===== config.mk =====
export PLATFORM = sky130hd
export DESIGN_NAME = lcdc_top
export DESIGN_NICKNAME = d
export VERILOG_FILES = /design/src/include/lcdc_pkg.sv /design/src/include/lcdc_scan_if.sv /design/src/logic/lcdc_top.sv /design/src/logic/lcdc_frame_div.sv /design/src/logic/lcdc_scan.sv
export VERILOG_INCLUDE_DIRS = /design/src /design/src/include
export SDC_FILE = /design/constraint.sdc
export NUM_CORES = 1
export LEC_CHECK = 0
export BUFFER_PORTS_ARGS = -buffer_cell sky130_fd_sc_hd__buf_2
export CELL_PAD_IN_SITES_DETAIL_PLACEMENT = 0
export CELL_PAD_IN_SITES_GLOBAL_PLACEMENT = 2
export CORE_MARGIN = 4
export CORE_UTILIZATION = 42
export CTS_BUF_LIST = sky130_fd_sc_hd__clkbuf_4 sky130_fd_sc_hd__clkbuf_8
export DETAILED_ROUTE_END_ITERATION = 6
export GPL_ROUTABILITY_DRIVEN = 0
export PLACE_DENSITY_LB_ADDON = 0.25
export RECOVER_POWER = 100
export SETUP_SLACK_MARGIN = 0.02
export SLEW_MARGIN = 20
export SYNTH_ARGS = -nofsm -noshare
export SYNTH_HDL_FRONTEND = slang
export SYNTH_SLANG_ARGS = --single-unit

===== constraint.sdc =====
create_clock -name mclk_i -period 3.9 [get_ports mclk_i]
set_input_delay 0.78 -clock mclk_i [delete_from_list [all_inputs] [get_ports mclk_i]]
set_output_delay 0.78 -clock mclk_i [all_outputs]
set_load 0.05 [all_outputs]

===== src/include/lcdc_regs.svh =====
`ifndef LCDC_REGS_SVH
`define LCDC_REGS_SVH

// register byte addresses on the control port
`define LCDC_ADDR_DUTY_CLK   8'h99
`define LCDC_ADDR_DISPLAY_ON_BIAS  8'h9a
`define LCDC_ADDR_CONTRAST   8'h9b

// reset values, all three registers clear
`define LCDC_RST_DUTY_CLK    8'h00
`define LCDC_RST_DISPLAY_ON_BIAS   8'h00
`define LCDC_RST_CONTRAST    8'h00

// writable-bit masks, reserved bits read as zero
`define LCDC_MASK_DUTY_CLK   8'h3f
`define LCDC_MASK_DISPLAY_ON_BIAS  8'h13
`define LCDC_MASK_CONTRAST   8'h8f

// field positions, display/bias register
`define LCDC_DISPLAY_ON_BIT  0
`define LCDC_BIAS_RES_BIT    1
`define LCDC_COM_REMAP_BIT   4

// field positions, duty/clock register
`define LCDC_FCLK_LSB        0
`define LCDC_FCLK_MSB        1
`define LCDC_DBS_LSB         2
`define LCDC_DBS_MSB         5

// field positions, contrast register
`define LCDC_LEVEL_LSB       0
`define LCDC_LEVEL_MSB       3
`define LCDC_CT_EN_BIT       7

// timing: watch timer rate and slowest frame clock, in Hz
`define LCDC_WCK_HZ          32768
`define LCDC_FRAME_HZ_MIN    128

// top rail ratio, numerator and base of denominator per bias
`define LCDC_RAIL_NUM_QTR    5'd16
`define LCDC_RAIL_BASE_QTR   5'd31
`define LCDC_RAIL_NUM_THIRD  5'd12
`define LCDC_RAIL_BASE_THIRD 5'd27
`define LCDC_RAIL_NUM_HALF   5'd8
`define LCDC_RAIL_BASE_HALF  5'd23

`endif


===== src/include/lcdc_pkg.sv =====
package lcdc_pkg;

  // bias ratio applied to the glass
  typedef enum logic [1:0] {
    LCDC_BIAS_HALF,
    LCDC_BIAS_THIRD,
    LCDC_BIAS_QUARTER
  } lcdc_bias_t;

  // decoded drive method
  typedef struct packed {
    logic       valid;   // code is one of the nine usable ones
    logic [3:0] ncom;    // number of commons scanned
    lcdc_bias_t bias;    // bias ratio
    logic       res_hi;  // 120k divider instead of 60k
  } lcdc_drive_t;

  // duty/bias code to drive method; unusable codes give valid = 0
  function automatic lcdc_drive_t lcdc_decode(input logic [3:0] code);
    lcdc_drive_t d;
    d = '{1'b1, 4'h8, LCDC_BIAS_QUARTER, 1'b0};
    case (code)
      4'h0: d = '{1'b1, 4'h8, LCDC_BIAS_QUARTER, 1'b0};
      4'h1: d = '{1'b1, 4'h6, LCDC_BIAS_QUARTER, 1'b0};
      4'h2: d = '{1'b1, 4'h5, LCDC_BIAS_THIRD, 1'b0};
      4'h3: d = '{1'b1, 4'h4, LCDC_BIAS_THIRD, 1'b0};
      4'h4: d = '{1'b1, 4'h3, LCDC_BIAS_THIRD, 1'b0};
      4'h5: d = '{1'b1, 4'h3, LCDC_BIAS_HALF, 1'b0};
      4'h6: d = '{1'b1, 4'h3, LCDC_BIAS_HALF, 1'b1};
      4'h7: d = '{1'b1, 4'h2, LCDC_BIAS_HALF, 1'b0};
      4'h8: d = '{1'b1, 4'h2, LCDC_BIAS_HALF, 1'b1};
      default: d = '{1'b0, 4'h2, LCDC_BIAS_HALF, 1'b0};
    endcase
    return d;
  endfunction

endpackage


===== src/include/lcdc_scan_if.sv =====
`timescale 1ns/1ps
// control side to scan engine: steps, config, ram port, pattern
interface lcdc_scan_if #(
  parameter int SEG_COUNT = 27,
  parameter int RAM_AW    = 5
);
  logic                 step;      // one common step, one-cycle pulse
  logic                 enable;    // display on with a usable duty
  logic [3:0]           ncom;      // commons in the frame
  logic [7:0]           ram_data;  // display byte, cycle after read
  logic [RAM_AW-1:0]    ram_addr;  // display byte address
  logic                 ram_rd;    // read strobe
  logic [7:0]           com_sel;   // one-hot selected common
  logic [SEG_COUNT-1:0] seg;       // segment pattern for that common
  logic                 ac_phase;  // frame polarity for ac drive

  modport ctrl (
    output step, enable, ncom, ram_data,
    input  ram_addr, ram_rd, com_sel, seg, ac_phase
  );
  modport scan (
    input  step, enable, ncom, ram_data,
    output ram_addr, ram_rd, com_sel, seg, ac_phase
  );
endinterface


===== src/logic/lcdc_top.sv =====
`timescale 1ns/1ps
`include "lcdc_regs.svh"

module lcdc_top #(
  parameter int SEG_COUNT = 27,
  parameter int RAM_AW    = 5
) (
  // clock and reset
  input  wire logic                 mclk_i,
  input  wire logic                 rst_n_i,
  // register port
  input  wire logic [7:0]           addr_i,
  input  wire logic [7:0]           wdata_i,
  input  wire logic                 wr_i,
  input  wire logic                 rd_i,
  output logic      [7:0]           rdata_o,
  // clock source and port 3 function select
  input  wire logic                 watch_timer_clock_i,
  input  wire logic [3:0]           port3_function_select_i,
  // display ram read port
  output logic      [RAM_AW-1:0]    ram_addr_o,
  output logic                      ram_rd_o,
  input  wire logic [7:0]           ram_data_i,
  // glass drive pattern
  output logic      [7:0]           common_line_o,
  output logic      [3:0]           common_alt_o,
  output logic      [SEG_COUNT-1:0] segment_o,
  output logic                      ac_phase_o,
  // bias network control
  output logic                      internal_divider_en_o,
  output logic                      external_bias_o,
  output logic                      divider_high_res_o,
  output logic      [1:0]           bias_o,
  // top bias rail ratio
  output logic                      contrast_enable_o,
  output logic      [3:0]           contrast_level_o,
  output logic      [4:0]           rail_num_o,
  output logic      [4:0]           rail_den_o
);

  // control registers
  logic [7:0] duty_clk_q;     // duty/bias and frame clock
  logic [7:0] display_on_bias_q;    // display, resistor, remap
  logic [7:0] contrast_q;     // contrast enable and level

  // decoded fields
  logic       display_on;           // display enable bit
  logic       bias_resistor_select; // external divider when set
  logic       common_line_remap;    // alternate common group
  logic [3:0] duty_bias_select;     // drive method code
  logic [1:0] frame_clock_select;   // step rate code
  logic       contrast_enable;      // rail trimming active
  logic [3:0] contrast_level;       // rail trim code
  logic [7:0] rd_mux;               // read data before the flop
  lcdc_pkg::lcdc_drive_t drive;     // decoded drive method
  logic       scan_run;             // display on with usable code
  logic [4:0] rail_num_d;           // rail numerator next
  logic [4:0] rail_den_d;           // rail denominator next
  logic [7:0] com_main_d;           // default group next
  logic [3:0] com_alt_d;            // alternate group next

  // link to the scan engine
  lcdc_scan_if #(.SEG_COUNT(SEG_COUNT), .RAM_AW(RAM_AW)) sif ();

  assign display_on           = display_on_bias_q[`LCDC_DISPLAY_ON_BIT];
  assign bias_resistor_select = display_on_bias_q[`LCDC_BIAS_RES_BIT];
  assign common_line_remap    = display_on_bias_q[`LCDC_COM_REMAP_BIT];
  assign duty_bias_select     = duty_clk_q[`LCDC_DBS_MSB:`LCDC_DBS_LSB];
  assign frame_clock_select   = duty_clk_q[`LCDC_FCLK_MSB:`LCDC_FCLK_LSB];
  assign contrast_enable      = contrast_q[`LCDC_CT_EN_BIT];
  assign contrast_level       = contrast_q[`LCDC_LEVEL_MSB:`LCDC_LEVEL_LSB];

  // register writes; reserved bits are masked off at the door
  always_ff @(posedge mclk_i or negedge rst_n_i) begin
    if (!rst_n_i) begin
      duty_clk_q  <= `LCDC_RST_DUTY_CLK;
      display_on_bias_q <= `LCDC_RST_DISPLAY_ON_BIAS;
      contrast_q  <= `LCDC_RST_CONTRAST;
    end else if (wr_i) begin
      case (addr_i)
        `LCDC_ADDR_DUTY_CLK: begin
          duty_clk_q <= wdata_i & `LCDC_MASK_DUTY_CLK;
        end
        `LCDC_ADDR_DISPLAY_ON_BIAS: begin
          display_on_bias_q <= wdata_i & `LCDC_MASK_DISPLAY_ON_BIAS;
        end
        `LCDC_ADDR_CONTRAST: begin
          contrast_q <= wdata_i & `LCDC_MASK_CONTRAST;
        end
        default: begin
          // unmapped writes are dropped
        end
      endcase
    end
  end

  // read selection; unmapped addresses read zero
  always_comb begin
    case (addr_i)
      `LCDC_ADDR_DUTY_CLK:  rd_mux = duty_clk_q;
      `LCDC_ADDR_DISPLAY_ON_BIAS: rd_mux = display_on_bias_q;
      `LCDC_ADDR_CONTRAST:  rd_mux = contrast_q;
      default:              rd_mux = 8'h00;
    endcase
  end

  // read data stands only in the cycle after the strobe
  always_ff @(posedge mclk_i or negedge rst_n_i) begin
    if (!rst_n_i) begin
      rdata_o <= 8'h00;
    end else if (rd_i) begin
      rdata_o <= rd_mux;
    end else begin
      rdata_o <= 8'h00;
    end
  end

  // drive method; an unusable code keeps the glass dark
  assign drive    = lcdc_pkg::lcdc_decode(duty_bias_select);
  assign scan_run = display_on & drive.valid;

  // the watch timer must be running or no step ever comes
  lcdc_frame_div u_div (
    .mclk_i               (mclk_i),
    .rst_n_i              (rst_n_i),
    .run_i                (scan_run),
    .frame_clock_select_i (frame_clock_select),
    .watch_timer_clock_i  (watch_timer_clock_i),
    .step_o               (sif.step)
  );

  assign sif.enable   = scan_run;
  assign sif.ncom     = drive.ncom;
  assign sif.ram_data = ram_data_i;
  assign ram_addr_o   = sif.ram_addr;
  assign ram_rd_o     = sif.ram_rd;

  // common scan and display ram fetch
  lcdc_scan #(.SEG_COUNT(SEG_COUNT), .RAM_AW(RAM_AW)) u_scan (
    .mclk_i  (mclk_i),
    .rst_n_i (rst_n_i),
    .sif     (sif)
  );

  // common routing: the alternate group only exists for commons 0-3,
  // so wider duties leave commons 4-7 on the default group
  generate
    for (genvar k = 0; k < 8; k++) begin : g_com
      if (k < 4) begin : g_remap
        // port 3 bit (3-k) carries common k in the alternate group
        logic alt_sel;
        assign alt_sel = common_line_remap &
                         port3_function_select_i[3-k];
        assign com_main_d[k] = alt_sel ? 1'b0 : sif.com_sel[k];
        assign com_alt_d[k]  = alt_sel ? sif.com_sel[k] : 1'b0;
      end else begin : g_fixed
        assign com_main_d[k] = sif.com_sel[k];
      end
    end
  endgenerate

  // pattern outputs, one flop stage after routing
  always_ff @(posedge mclk_i or negedge rst_n_i) begin
    if (!rst_n_i) begin
      common_line_o <= 8'h00;
      common_alt_o  <= 4'h0;
      segment_o     <= '0;
      ac_phase_o    <= 1'b0;
    end else begin
      common_line_o <= com_main_d;
      common_alt_o  <= com_alt_d;
      segment_o     <= sif.seg;
      ac_phase_o    <= sif.ac_phase;
    end
  end

  // bias network: nothing draws current while the display is off
  always_ff @(posedge mclk_i or negedge rst_n_i) begin
    if (!rst_n_i) begin
      internal_divider_en_o <= 1'b0;
      external_bias_o       <= 1'b0;
      divider_high_res_o    <= 1'b0;
      bias_o                <= 2'h0;
    end else begin
      internal_divider_en_o <= scan_run & ~bias_resistor_select;
      external_bias_o       <= scan_run & bias_resistor_select;
      divider_high_res_o    <= scan_run & drive.res_hi;
      bias_o                <= drive.bias;
    end
  end

  // top rail ratio num/(base-code); base and num follow the bias
  always_comb begin
    case (drive.bias)
      lcdc_pkg::LCDC_BIAS_THIRD: begin
        rail_num_d = `LCDC_RAIL_NUM_THIRD;
        rail_den_d = `LCDC_RAIL_BASE_THIRD - {1'b0, contrast_level};
      end
      lcdc_pkg::LCDC_BIAS_HALF: begin
        rail_num_d = `LCDC_RAIL_NUM_HALF;
        rail_den_d = `LCDC_RAIL_BASE_HALF - {1'b0, contrast_level};
      end
      default: begin
        rail_num_d = `LCDC_RAIL_NUM_QTR;
        rail_den_d = `LCDC_RAIL_BASE_QTR - {1'b0, contrast_level};
      end
    endcase
    // without contrast control the rail sits at full supply
    if (!contrast_enable) begin
      rail_den_d = rail_num_d;
    end
  end

  // contrast outputs
  always_ff @(posedge mclk_i or negedge rst_n_i) begin
    if (!rst_n_i) begin
      contrast_enable_o <= 1'b0;
      contrast_level_o  <= 4'h0;
      rail_num_o        <= `LCDC_RAIL_NUM_QTR;
      rail_den_o        <= `LCDC_RAIL_NUM_QTR;
    end else begin
      contrast_enable_o <= contrast_enable;
      contrast_level_o  <= contrast_level;
      rail_num_o        <= rail_num_d;
      rail_den_o        <= rail_den_d;
    end
  end
endmodule


===== src/logic/lcdc_frame_div.sv =====
`timescale 1ns/1ps
`include "lcdc_regs.svh"
// divides the watch timer clock down to the common step rate
module lcdc_frame_div (
  // clock and reset
  input  wire logic       mclk_i,
  input  wire logic       rst_n_i,
  // control
  input  wire logic       run_i,
  input  wire logic [1:0] frame_clock_select_i,
  input  wire logic       watch_timer_clock_i,
  // step pulse at the frame clock rate
  output logic            step_o
);
  // watch ticks per step at the slowest rate
  localparam int DIV_MAX = `LCDC_WCK_HZ / `LCDC_FRAME_HZ_MIN;
  localparam int CW      = $clog2(DIV_MAX);

  logic          wck_q;    // last watch clock level
  logic          wck_rise; // watch clock rising edge
  logic [CW-1:0] cnt_q;    // watch edges in this step
  logic [CW-1:0] last;     // terminal count for chosen rate

  // each select step doubles the rate, so halve the count
  assign last     = CW'((DIV_MAX >> frame_clock_select_i) - 1);
  assign wck_rise = watch_timer_clock_i & ~wck_q;

  // edge detect on the watch clock, never on mclk itself
  always_ff @(posedge mclk_i or negedge rst_n_i) begin
    if (!rst_n_i) begin
      wck_q <= 1'b0;
    end else begin
      wck_q <= watch_timer_clock_i;
    end
  end

  // step counter; restarts when stopped so a new frame starts clean
  always_ff @(posedge mclk_i or negedge rst_n_i) begin
    if (!rst_n_i) begin
      cnt_q  <= '0;
      step_o <= 1'b0;
    end else if (!run_i) begin
      cnt_q  <= '0;
      step_o <= 1'b0;
    end else begin
      step_o <= 1'b0;
      if (wck_rise) begin
        if (cnt_q >= last) begin
          cnt_q  <= '0;
          step_o <= 1'b1;
        end else begin
          cnt_q <= cnt_q + 1'b1;
        end
      end
    end
  end
endmodule


===== src/logic/lcdc_scan.sv =====
`timescale 1ns/1ps
// steps through the commons and fetches each pattern from display ram
module lcdc_scan #(
  parameter int SEG_COUNT = 27,
  parameter int RAM_AW    = 5
) (
  // clock and reset
  input  wire logic mclk_i,
  input  wire logic rst_n_i,
  // link to control side
  lcdc_scan_if.scan sif
);
  typedef enum logic [1:0] {SC_IDLE, SC_READ, SC_DRAIN} lcdc_scan_st_t;

  lcdc_scan_st_t        st_q;      // fetch state
  logic [2:0]           com_q;     // common being fetched
  logic [SEG_COUNT-1:0] shadow_q;  // pattern under collection
  logic                 cap_q;     // ram data valid this cycle
  logic [RAM_AW-1:0]    cap_addr_q;// address of that data
  logic [2:0]           next_com;  // following common, wrapped

  assign next_com = ({1'b0, com_q} + 4'h1 >= sif.ncom) ?
                    3'h0 : 3'(com_q + 3'h1);

  // fetch sequencer: one byte read per cycle over the whole area
  always_ff @(posedge mclk_i or negedge rst_n_i) begin
    if (!rst_n_i) begin
      st_q         <= SC_IDLE;
      com_q        <= 3'h0;
      sif.ram_addr <= '0;
      sif.ram_rd   <= 1'b0;
      sif.ac_phase <= 1'b0;
    end else if (!sif.enable) begin
      // scanning suspended while dark
      st_q         <= SC_IDLE;
      com_q        <= 3'h0;
      sif.ram_addr <= '0;
      sif.ram_rd   <= 1'b0;
      sif.ac_phase <= 1'b0;
    end else begin
      case (st_q)
        SC_IDLE: begin
          if (sif.step) begin
            com_q        <= next_com;
            // flip polarity at each frame start to keep dc off the glass
            if (next_com == 3'h0) begin
              sif.ac_phase <= ~sif.ac_phase;
            end
            sif.ram_addr <= '0;
            sif.ram_rd   <= 1'b1;
            st_q         <= SC_READ;
          end
        end
        SC_READ: begin
          if (sif.ram_addr == RAM_AW'(SEG_COUNT - 1)) begin
            sif.ram_rd <= 1'b0;
            st_q       <= SC_DRAIN;
          end else begin
            sif.ram_addr <= sif.ram_addr + 1'b1;
          end
        end
        SC_DRAIN: begin
          if (!cap_q) begin
            st_q <= SC_IDLE;
          end
        end
        default: st_q <= SC_IDLE;
      endcase
    end
  end

  // capture: bit n of each byte belongs to common n
  always_ff @(posedge mclk_i or negedge rst_n_i) begin
    if (!rst_n_i) begin
      cap_q      <= 1'b0;
      cap_addr_q <= '0;
      shadow_q   <= '0;
    end else begin
      cap_q      <= sif.ram_rd & sif.enable;
      cap_addr_q <= sif.ram_addr;
      if (cap_q) begin
        shadow_q[cap_addr_q] <= sif.ram_data[com_q];
      end
    end
  end

  // publish a full pattern at once so no half-fetched frame shows
  always_ff @(posedge mclk_i or negedge rst_n_i) begin
    if (!rst_n_i) begin
      sif.seg     <= '0;
      sif.com_sel <= 8'h00;
    end else if (!sif.enable) begin
      sif.seg     <= '0;
      sif.com_sel <= 8'h00;
    end else if (st_q == SC_DRAIN && !cap_q) begin
      sif.seg     <= shadow_q;
      sif.com_sel <= 8'h01 << com_q;
    end
  end
endmodule


==> results of run 1 <==
==> synth_stat cells (2+ instances only) <==
cell type	instances	area [sq um]
a211oi_1	2	15.01
a21boi_0	5	37.54
a21oi_1	50	250.2
a22oi_1	3	22.52
and2_1	6	37.54
and3_1	9	56.30
buf_2	7	35.03
buf_4	3	22.52
buf_6	2	22.52
clkbuf_1	13	48.80
dfrtp_1	167	4179
dfstp_2	2	52.55
ha_1	17	212.7
inv_1	11	41.29
mux2_2	41	461.7
mux2_4	3	45.04
mux2i_1	2	20.02
mux4_1	2	52.55
nand2_1	101	379.1
nand2_2	2	12.51
nand2b_1	4	25.02
nand3_1	18	90.09
nand3b_1	5	37.54
nand4_1	3	18.77
nor2_1	43	161.4
nor2b_1	5	31.28
nor3_1	6	30.03
nor3b_1	7	52.55
nor3b_2	2	25.02
o21ai_0	11	55.05
or2_2	3	18.77
or3b_2	3	26.28
xnor2_1	4	35.03
xor2_1	6	52.55
==> critical path, stage by stage, from the launching register on <==
cell	delay [ns]
dfrtp_1	0.53
o31ai_1	0.54
nand2_1	0.60
clkbuf_2	0.57
a21oi_1	0.27
==> layout make-up <==
class                   instances  area share [%]
clock buffers                  19           3.262
clock inverters                13           2.447
inverters                      11          0.5277
multi-input cells             380           30.37
flip-flops and latches        169           54.09
well taps                     216           3.454
repair buffers                106           5.853
==> sequential cells by signal (all words and copies together) (netlist names), 3 cells and up <==
signal               cells
segment_o               27
u_scan.shadow_q         27
u_scan.sif.seg          27
common_line_o            8
u_div.cnt_q              8
u_scan.sif.com_sel       8
rdata_o                  7
duty_clk_q               6
contrast_q               5
rail_den_o               5
u_scan.cap_addr_q        5
u_scan.sif.ram_addr      5
common_alt_o             4
contrast_level_o         4
display_on_bias_q        3
rail_num_o               3
u_scan.com_q             3
==> layout by cell type (no fill, tap or decap), types with 6 or more instances in the layout <==
cell type	n
mux2_2	41
nand3_1	18
nor3_1	6
buf_2	29
a21oi_1	51
ha_1	17
nor3b_1	8
clkbuf_8	18
clkbuf_1	72
xor2_1	6
nand2_1	102
and3_1	9
nor2_1	43
o21ai_0	11
inv_1	11
dfrtp_1	167
==> per-stage QoR <==
step,utilization (%),total power (W),setup slack (ns)
after floorplan,-,0.001943,1.805
after global placement,47.31,0.002024,1.617
after detailed placement,47.31,0.002029,1.582
after CTS,50.12,0.003405,1.561
after global routing,49.25,0.003505,0.8376
final,49.25,0.003348,1.284
==> cells by family (layout without fill, tap and decap cells) <==
| group | Yosys count | in the layout | share of synthesized area (%) |
|---|---|---|---|
| multiplexers | 48 | 48 | 8.519 |
| buffers and inverters | 36 | 149 | 2.502 |
| other | 1 | 3 | 0.05514 |
| AO/OA/AOI/OAI | 78 | 78 | 6.587 |
| AND/OR/NAND/NOR | 224 | 224 | 15.69 |
| XOR/XNOR | 10 | 10 | 1.288 |
| flip-flops | 169 | 169 | 62.23 |
| adder cells (fa/ha/maj) | 17 | 17 | 3.128 |
==> power by group through the flow <==
stage	registers [W]	logic [W]	clock network [W]
finish	0.00179	0.000188	0.00137
global route	0.00180	0.000211	0.00150
CTS	0.00179	0.000202	0.00141
detailed placement	0.00183	0.000201	0
global placement	0.00183	0.000197	0
floorplan	0.00187	0.0000724	0
==> path summary, 6_finish.rpt <==
kind / from / end / slack (ns) / cells after the start
setup reg to reg: duty_clk_q[3] / u_scan.sif.seg[15] / 1.28 / 4
setup / recovery: duty_clk_q[3] / u_scan.sif.seg[15] / 1.28 / 4
min in group asynchronous: rst_n_i / common_line_o[1] / 0.90 / 1
max in group asynchronous: rst_n_i / bias_o[1] / 1.38 / 2
hold reg to reg: u_scan.sif.seg[1] / segment_o[1] / 0.38 / 0
hold / removal: u_scan.sif.seg[1] / segment_o[1] / 0.38 / 0
==> per-layer routing <==
layer | vias up | wire, um | GRT usage (%)
met5 | - | 0 | 0
met1 | 2175 | 6157 | 21.04
met4 | 0 | 165 | 5.375
met2 | 84 | 6496 | 25.77
li1 | 2174 | - | -
met3 | 13 | 768 | 5.498
==> results_dict.tcl, run 1 <==
set metrics [dict create \
    outcome "finished, violations left" \
    violations "capacitance limit, slew limit" \
    tritoncts "done" \
    fin_area_sq_um 7824 \
    avgSynthCellArea_sq_um 11.66 \
    path_clk_slew_ns 0.09 \
    cts_resized 0 \
    postCtsHoldBufs 0 \
    area_growth_pct 15.05 \
    pwr_density_cell_nw_per_um2 427.9 \
    drtIter0Drc 176 \
    syn_inst 583 \
    post-place-cells 882 \
    pwr-share-seq_pct 53.5 \
    setup_viol 0 \
    core_sq_um 15890 \
    grt_use_total_pct 16.23 \
    final_hold_viol_count 0 \
    grt_pass1_wl_mm 23.45 \
    nets 735 \
    leakage_nw 3.596 \
    numCtsBuffers 17 \
    antenna_found_initial 0 \
    drtAntennaViolNets 0 \
    drt_pass1_iterations 5 \
    detail_route.wl_per_cell_um 14.87 \
    synth.cell_area_sq_um 6800 \
    cts.sinks 169 \
    die_w_um 135.2 \
    multi_input_area_sq_um 2376 \
    totalWireLength_mm 13.59 \
    timing.fmax_mhz 382.2 \
    fillers 1541 \
    hold_ws_ns 0.3785 \
    internal_power_w 0.002548 \
    grt_pass1_vias 4624 \
    seq_area_frac_synth_pct 62.23 \
    diodes 0 \
    vias 4446 \
    end_kind "register" \
    cts_setup_buffers 0 \
    portBuffers 102 \
    crit_required_ns 4.26 \
    rsz0062_at_grt "false" \
    switching_share_pct 23.88 \
    power.switching_w 0.0007993 \
    ir_worst_vdd_mv 0.1864 \
    vias_per_cell 4.864 \
    seqCellArea_sq_um 4232 \
    drv_cap 1 \
    stdcell_count 914 \
    clk_latency_ns 0.45 \
    cp_data_arrival_time_ns 2.98 \
    period_share_pct 67.08 \
    tns_ns 0 \
    drv_slew 85 \
    chipHeight_um 135.2 \
    start_util_pct 42.81 \
    grt_start_max_net_pins 86 \
    combPwrFrac_pct 5.6 \
    power.share.clock_pct 40.8 \
    overflow 0 \
    clk_path_buf_depth 2 \
    synth_edf_count 0 \
    synth_warnings 0 \
    synth_seq_cells 169 \
    dpl_cell_area_sq_um 7515 \
    drive_gt1_share_pct 17.05 \
    slew_headroom_pct -36.70 \
    async_flop_share_pct 100.0 \
    worstSetupPathType "reg2reg" \
    synthFlopType "dfrtp_1" \
    remaining_drc_errors 0 \
    rows 46 \
    fin_skew_ns 0.009213 \
    fin_crit_ns 2.616 \
    tightest_slew_ns 2.051 \
    htree_levels 4 \
    synth_cell_type_count 49 \
    critPathMaxFanout 31 \
    dp_hpwl_mm 9.434 \
    io_pins 107 \
    cts-root-buf "clkbuf_8" \
    hp-class "reg2reg" \
    start_kind "register" \
    dieArea_sq_um 18290 \
]
(Power assumes the default switching activity.)
==> run 2: changes to the inputs <==
Settings changed: ABC_AREA from default to 1, CORE_UTILIZATION 42 to 36.
Clock period 3.9 ns to 2.7 ns, I/O delays scaled along.
==> run 2 against run 1 <==
Synthesized cell count grew 25%. Global-route usage shrank 2.0 points. Register-to-register slack lost 0.78 ns. Non-clock buffer count grew 2. Power grew 43%. Worst setup slack lost 0.78 ns. Final cell count grew 21%. Sequential power grew 45%. The run still ends with capacitance limit, slew limit left. Area after synthesis grew 2.2%. Highest routed layer is now met5. Clock power grew 42%. Routed wire length grew 6.6%. Critical endpoint is now u_scan.sif.seg[12]. Core utilization shrank 6.6 points.
==> results_dict.tcl, run 2 <==
set metrics [dict create \
    outcome "finished, violations left" \
    violations "capacitance limit, slew limit" \
    final_hold_viol_count 0 \
    combPwrFrac_pct 5.2 \
    remaining_drc_errors 0 \
    tightest_slew_ns 1.781 \
    drtIter0Drc 246 \
    synth_most_common_cell "dfrtp_1" \
    drv_cap 1 \
    cts_setup_buffers 0 \
    synthFlopType "dfrtp_1" \
    power.switching_w 0.001199 \
    detail_route.wl_per_cell_um 13.07 \
    synth_top_area_share_pct 60.14 \
    crit_required_ns 3.04 \
    r2r_setup_slack_ns 0.51 \
    synth_cell_type_count 37 \
    core_sq_um 18830 \
    synth.cell_area_sq_um 6949 \
    seq_area_frac_synth_pct 60.89 \
    numCtsBuffers 17 \
    hold_path_startpoint "watch_timer_clock_i" \
    period_share_pct 81.23 \
    ff2ff_path_depth 7 \
    synth_seq_cells 169 \
    pwr_density_cell_nw_per_um2 595.8 \
    end_kind "register" \
    switching_share_pct 25.06 \
    start_util_pct 36.90 \
    postCtsHoldBufs 0 \
    hp-class "in2reg" \
    final_core_util_pct 42.65 \
    start_kind "register" \
    fin_skew_ns 0.01285 \
    cts_resized 0 \
    synth_common_cells "dfrtp_1 (167), inv_1 (117), nor2_1 (112)" \
    synth_warnings 0 \
    power.share.clock_pct 40.6 \
    portBuffers 102 \
    syn_inst 728 \
    synthTopCellsByArea "dfrtp_1 (60%), inv_1 (6.3%), nor2_1 (6.0%)" \
    antenna_found_initial 1 \
    avgSynthCellArea_sq_um 9.546 \
    leakage_nw 3.910 \
    rsz0062_at_grt "false" \
    area_growth_pct 15.57 \
    htree_levels 4 \
    top_regs "segment_o (27), u_scan.shadow_q (27), u_scan.sif.seg (27)" \
    diodes 0 \
    clk_path_buf_depth 2 \
    worstSetupPathType "reg2reg" \
    holdPathStages 1 \
    grt_pass1_vias 5043 \
    setup_viol 0 \
    synth_edf_count 0 \
    r2r_start "duty_clk_q[3]" \
    totalWireLength_mm 14.48 \
    drv_slew 68 \
    grt_use_total_pct 14.20 \
    dp_hpwl_mm 10.30 \
    mostFrequentLayoutCells "dfrtp_1 (167), inv_1 (118), nor2_1 (112), nand2_1 (98), clkbuf_1 (71)" \
    cp-startpoint "duty_clk_q[3]" \
    fin_total_pwr_w 0.004785 \
    slew_headroom_pct -18.76 \
    rows 50 \
    grt_pass1_wl_mm 24.84 \
    drt_pass1_iterations 5 \
    synth_top_area_cell "dfrtp_1" \
    cts-root-buf "clkbuf_8" \
    cts.sinks 169 \
    timing.fmax_mhz 455.9 \
    ir_worst_vdd_mv 0.2784 \
    fin_crit_ns 2.193 \
    vias_per_cell 4.441 \
    final_common_cell "dfrtp_1" \
    vias 4921 \
    path_clk_slew_ns 0.09 \
    critPathMaxFanout 61 \
    cp_data_arrival_time_ns 2.54 \
    internal_power_w 0.003586 \
    final.setup.worst_slack_ns 0.5067 \
    drtAntennaViolNets 0 \
    pwr-share-seq_pct 54.2 \
    drive_gt1_share_pct 10.38 \
    nets 885 \
    async_flop_share_pct 100.0 \
    grt_start_max_net_pins 70 \
    chipHeight_um 146.9 \
    dieArea_sq_um 21590 \
    overflow 0 \
    die_w_um 146.9 \
    tritoncts "done" \
    hold_ws_ns 0.2038 \
    clk_latency_ns 0.45 \
    tns_ns 0 \
    io_pins 107 \
    dp_slack_ns 0.6169 \
    hold_path_end "u_div.wck_q" \
    reg2reg_to "u_scan.sif.seg[12]" \
]
==> run 2: power by group through the flow <==
stage / clock network, W / logic [W] / registers, W
after global placement: 0 / 0.000261 / 0.00264
after detailed placement: 0 / 0.000267 / 0.00264
after floorplan: 0 / 0.0000791 / 0.00271
final: 0.00194 / 0.000250 / 0.00259
after CTS: 0.00201 / 0.000267 / 0.00259
after global routing: 0.00212 / 0.000282 / 0.00260
==> run 2: worst max-delay path, stage by stage (launching register included) <==
cell	delay, ns
dfrtp_1	0.45
nor2_1	0.14
nand2_1	0.12
a21boi_4	0.38
o21ai_0	0.16
clkbuf_4	0.43
a31oi_1	0.29
inv_1	0.05
==> run 2: kinds of logic (layout without fill, tap and decap cells) <==
kind of cell	Yosys count	in the layout	synth area share, %
DFF	169	169	60.89
xor gates and xnor gates	4	4	0.5041
other	1	3	0.05396
buffers and inverters	142	260	8.967
AOI/OAI and AO/OA	120	120	9.885
adders and majority gates	17	17	3.061
and+or+nand+nor	275	275	16.64
==> run 2: layout make-up <==
cell class,instances,area [sq um]
inverters,120,450.4
clock inverters,14,185.2
clock buffers,18,247.7
fillers,1903,10800
repair buffers,108,501.7
multi-input cells,419,2090
flip-flops and latches,169,4232
well taps,260,325.3
==> run 2: layer usage <==
metal	up-vias	GRT usage, %	part of all wire (%)
met2	79	25.49	51
met3	13	4.072	3.4
met4	2	3.774	0.85
li1	2518	-	-
met1	2309	16.70	44
met5	-	0	0.14
==> run 2: how the worst max path moves through the flow <==
stage          slack, ns                   to  cells after the start
6_report            0.51   u_scan.sif.seg[12]                      7
2_1_floorplan       0.76  u_scan.sif.ac_phase                     13
3_3_place_gp        0.63  u_scan.sif.ac_phase                     12
4_1_cts             0.60  u_scan.sif.ac_phase                     12
5_1_grt             0.23   u_scan.sif.seg[15]                      7
3_5_place_dp        0.62  u_scan.sif.ac_phase                     12
==> run 2: through the flow <==
| step | std cells | area [sq um] |
|---|---|---|
| after detailed placement | 1076 | 7729 |
| after global routing | 1108 | 8031 |
| final | 1108 | 8031 |
| after floorplan | 730 | 6957 |
| after CTS | 1108 | 8162 |
| after global placement | 1076 | 7729 |
==> run 3: changes to the inputs <==
Settings changed: CORE_UTILIZATION 36 to 33.
Clock period 2.7 ns to 1.8 ns, I/O delays scaled along.
==> run 3 against run 2 <==
The flow finishes with violations (setup timing). Power grew 45%. Fmax rose by 19%. Sequential share of layout area down 2.0 points. Clock power up 38%. Largest cell class unchanged. Largest power group unchanged.
==> results_dict.tcl, run 3 (synthesis results as in run 2) <==
set metrics [dict create \
    clk_path_buf_depth 2 \
    remaining_drc_errors 0 \
    cp_data_arrival_time_ns 2.19 \
    tightest_slew_ns 0.9616 \
    drtIter0Drc 228 \
    grt_pass1_wl_mm 25.24 \
    clk_latency_ns 0.45 \
    worstSetupPathType "reg2reg" \
    crit_required_ns 2.14 \
    ir_worst_vdd_mv 0.4041 \
    drtAntennaViolNets 0 \
    area_growth_pct 20.09 \
    cts.sinks 169 \
    final_common_cell "dfrtp_1" \
    hp-class "in2reg" \
    drv_cap 0 \
    leakage_nw 4.051 \
    slew_headroom_pct 35.89 \
    portBuffers 102 \
    outcome "finished, violations left" \
    detail_route.wl_per_cell_um 13.31 \
    numCtsBuffers 17 \
    dieArea_sq_um 23440 \
    cts-root-buf "clkbuf_8" \
    chipHeight_um 153.1 \
    nets 916 \
    fin_total_pwr_w 0.006952 \
    critPathMaxFanout 4 \
    period_share_pct 102.4 \
    dp_slack_ns -0.02723 \
    top_regs "segment_o (27), u_scan.shadow_q (27), u_scan.sif.seg (27)" \
    timing.fmax_mhz 542.3 \
    drt_pass1_iterations 4 \
    final_core_util_pct 40.72 \
    io_pins 107 \
    violations "setup timing" \
    tritoncts "done" \
    start_util_pct 33.91 \
    drv_slew 0 \
    grt_pass1_vias 5153 \
    antenna_found_initial 0 \
    overflow 0 \
    final.setup.worst_slack_ns -0.04392 \
    pwr_density_cell_nw_per_um2 833.1 \
    die_w_um 153.1 \
    path_clk_slew_ns 0.09 \
    fin_skew_ns 0.008594 \
    diodes 0 \
    totalWireLength_mm 15.29 \
    rows 52 \
    core_sq_um 20490 \
    rsz0062_at_grt "true" \
    dp_hpwl_mm 10.50 \
    grt_use_total_pct 13.18 \
    fin_crit_ns 1.844 \
    drive_gt1_share_pct 17.29 \
    mostFrequentLayoutCells "dfrtp_1 (165), inv_1 (112), nor2_1 (112), nand2_1 (94), clkbuf_1 (59)" \
    setup_viol 2 \
    end_kind "register" \
    final_hold_viol_count 0 \
    vias 5108 \
    start_kind "register" \
    htree_levels 4 \
    grt_start_max_net_pins 107 \
    vias_per_cell 4.446 \
]
-- run 3: cell type report --
| type | count | area, sq um |
|---|---|---|
| clock buffer | 19 | 255.2 |
| clock inverter | 13 | 133.9 |
| fill | 2076 | 12150 |
| inverter | 120 | 452.9 |
| multi-input combinational | 419 | 2190 |
| sequential | 169 | 4234 |
| tap | 270 | 337.8 |
| timing repair buffer | 139 | 742.0 |
-- run 3: metrics by stage --
step | cell area [sq um] | instances | TNS, ns | hold WS [ns]
final | 8346 | 1149 | -0.05906 | 0.09282
after global routing | 8346 | 1149 | -3.123 | 0.05716
after CTS | 8426 | 1145 | -0.03638 | 0.06019
after detailed placement | 7993 | 1109 | -0.03556 | 0.3590
after global placement | 7993 | 1109 | -0.007826 | 0.3579
after floorplan | 7024 | 730 | 0 | 0.06441
-- run 3: path summary, 6_finish.rpt --
kind,from,endpoint,slack (ns),cells after the start
worst max-delay path,u_scan.com_q[1],u_scan.sif.ac_phase,-0.04,13
max in group asynchronous,rst_n_i,u_scan.com_q[1],0.37,3
worst max register to register,u_scan.com_q[1],u_scan.sif.ac_phase,-0.04,13
worst min-delay path,port3_function_select_i[1],common_line_o[2],0.09,2
min in group asynchronous,rst_n_i,segment_o[24],0.68,3
worst min register to register,u_scan.sif.com_sel[6],common_line_o[6],0.38,0
-- run 3: power breakdown --
group          internal, W  switching [W]  leakage (nW)
clock              0.00119        0.00148         0.184
combinational    0.0000952       0.000302          1.72
sequential         0.00385      0.0000346          2.15
-- run 3: routing by layer --
metal	track usage (%)	up-vias	part of all wire [%]	wire length, um
li1	-	2579	-	-
met1	16.03	2431	43	6554
met2	23.08	83	52	7952
met3	3.280	15	3.8	582
met4	4.073	0	1.3	204
met5	0	-	0	0
-- run 3: critical path, stage by stage (launching register included) --
cell and delay (ns):
dfrtp_2 0.45, ha_4 0.18, ha_4 0.26, inv_4 0.04
ha_4 0.25, nand2_2 0.04, inv_2 0.06, nand2_2 0.06
nand4_1 0.09, nand2_1 0.06, inv_2 0.08, nand3_2 0.06
nand2_1 0.06, nor2_1 0.04
-- run 3: timing repair --
item | CTS | global route
buffers inserted | 2 | 3
endpoints found under the setup margin | 2 | 45
pin swaps | 8 | 5
resized for setup | 3 | 13
gates cloned | 0 | 1
endpoints found under the hold margin | 131 | 0
hold buffers | 2 | 0
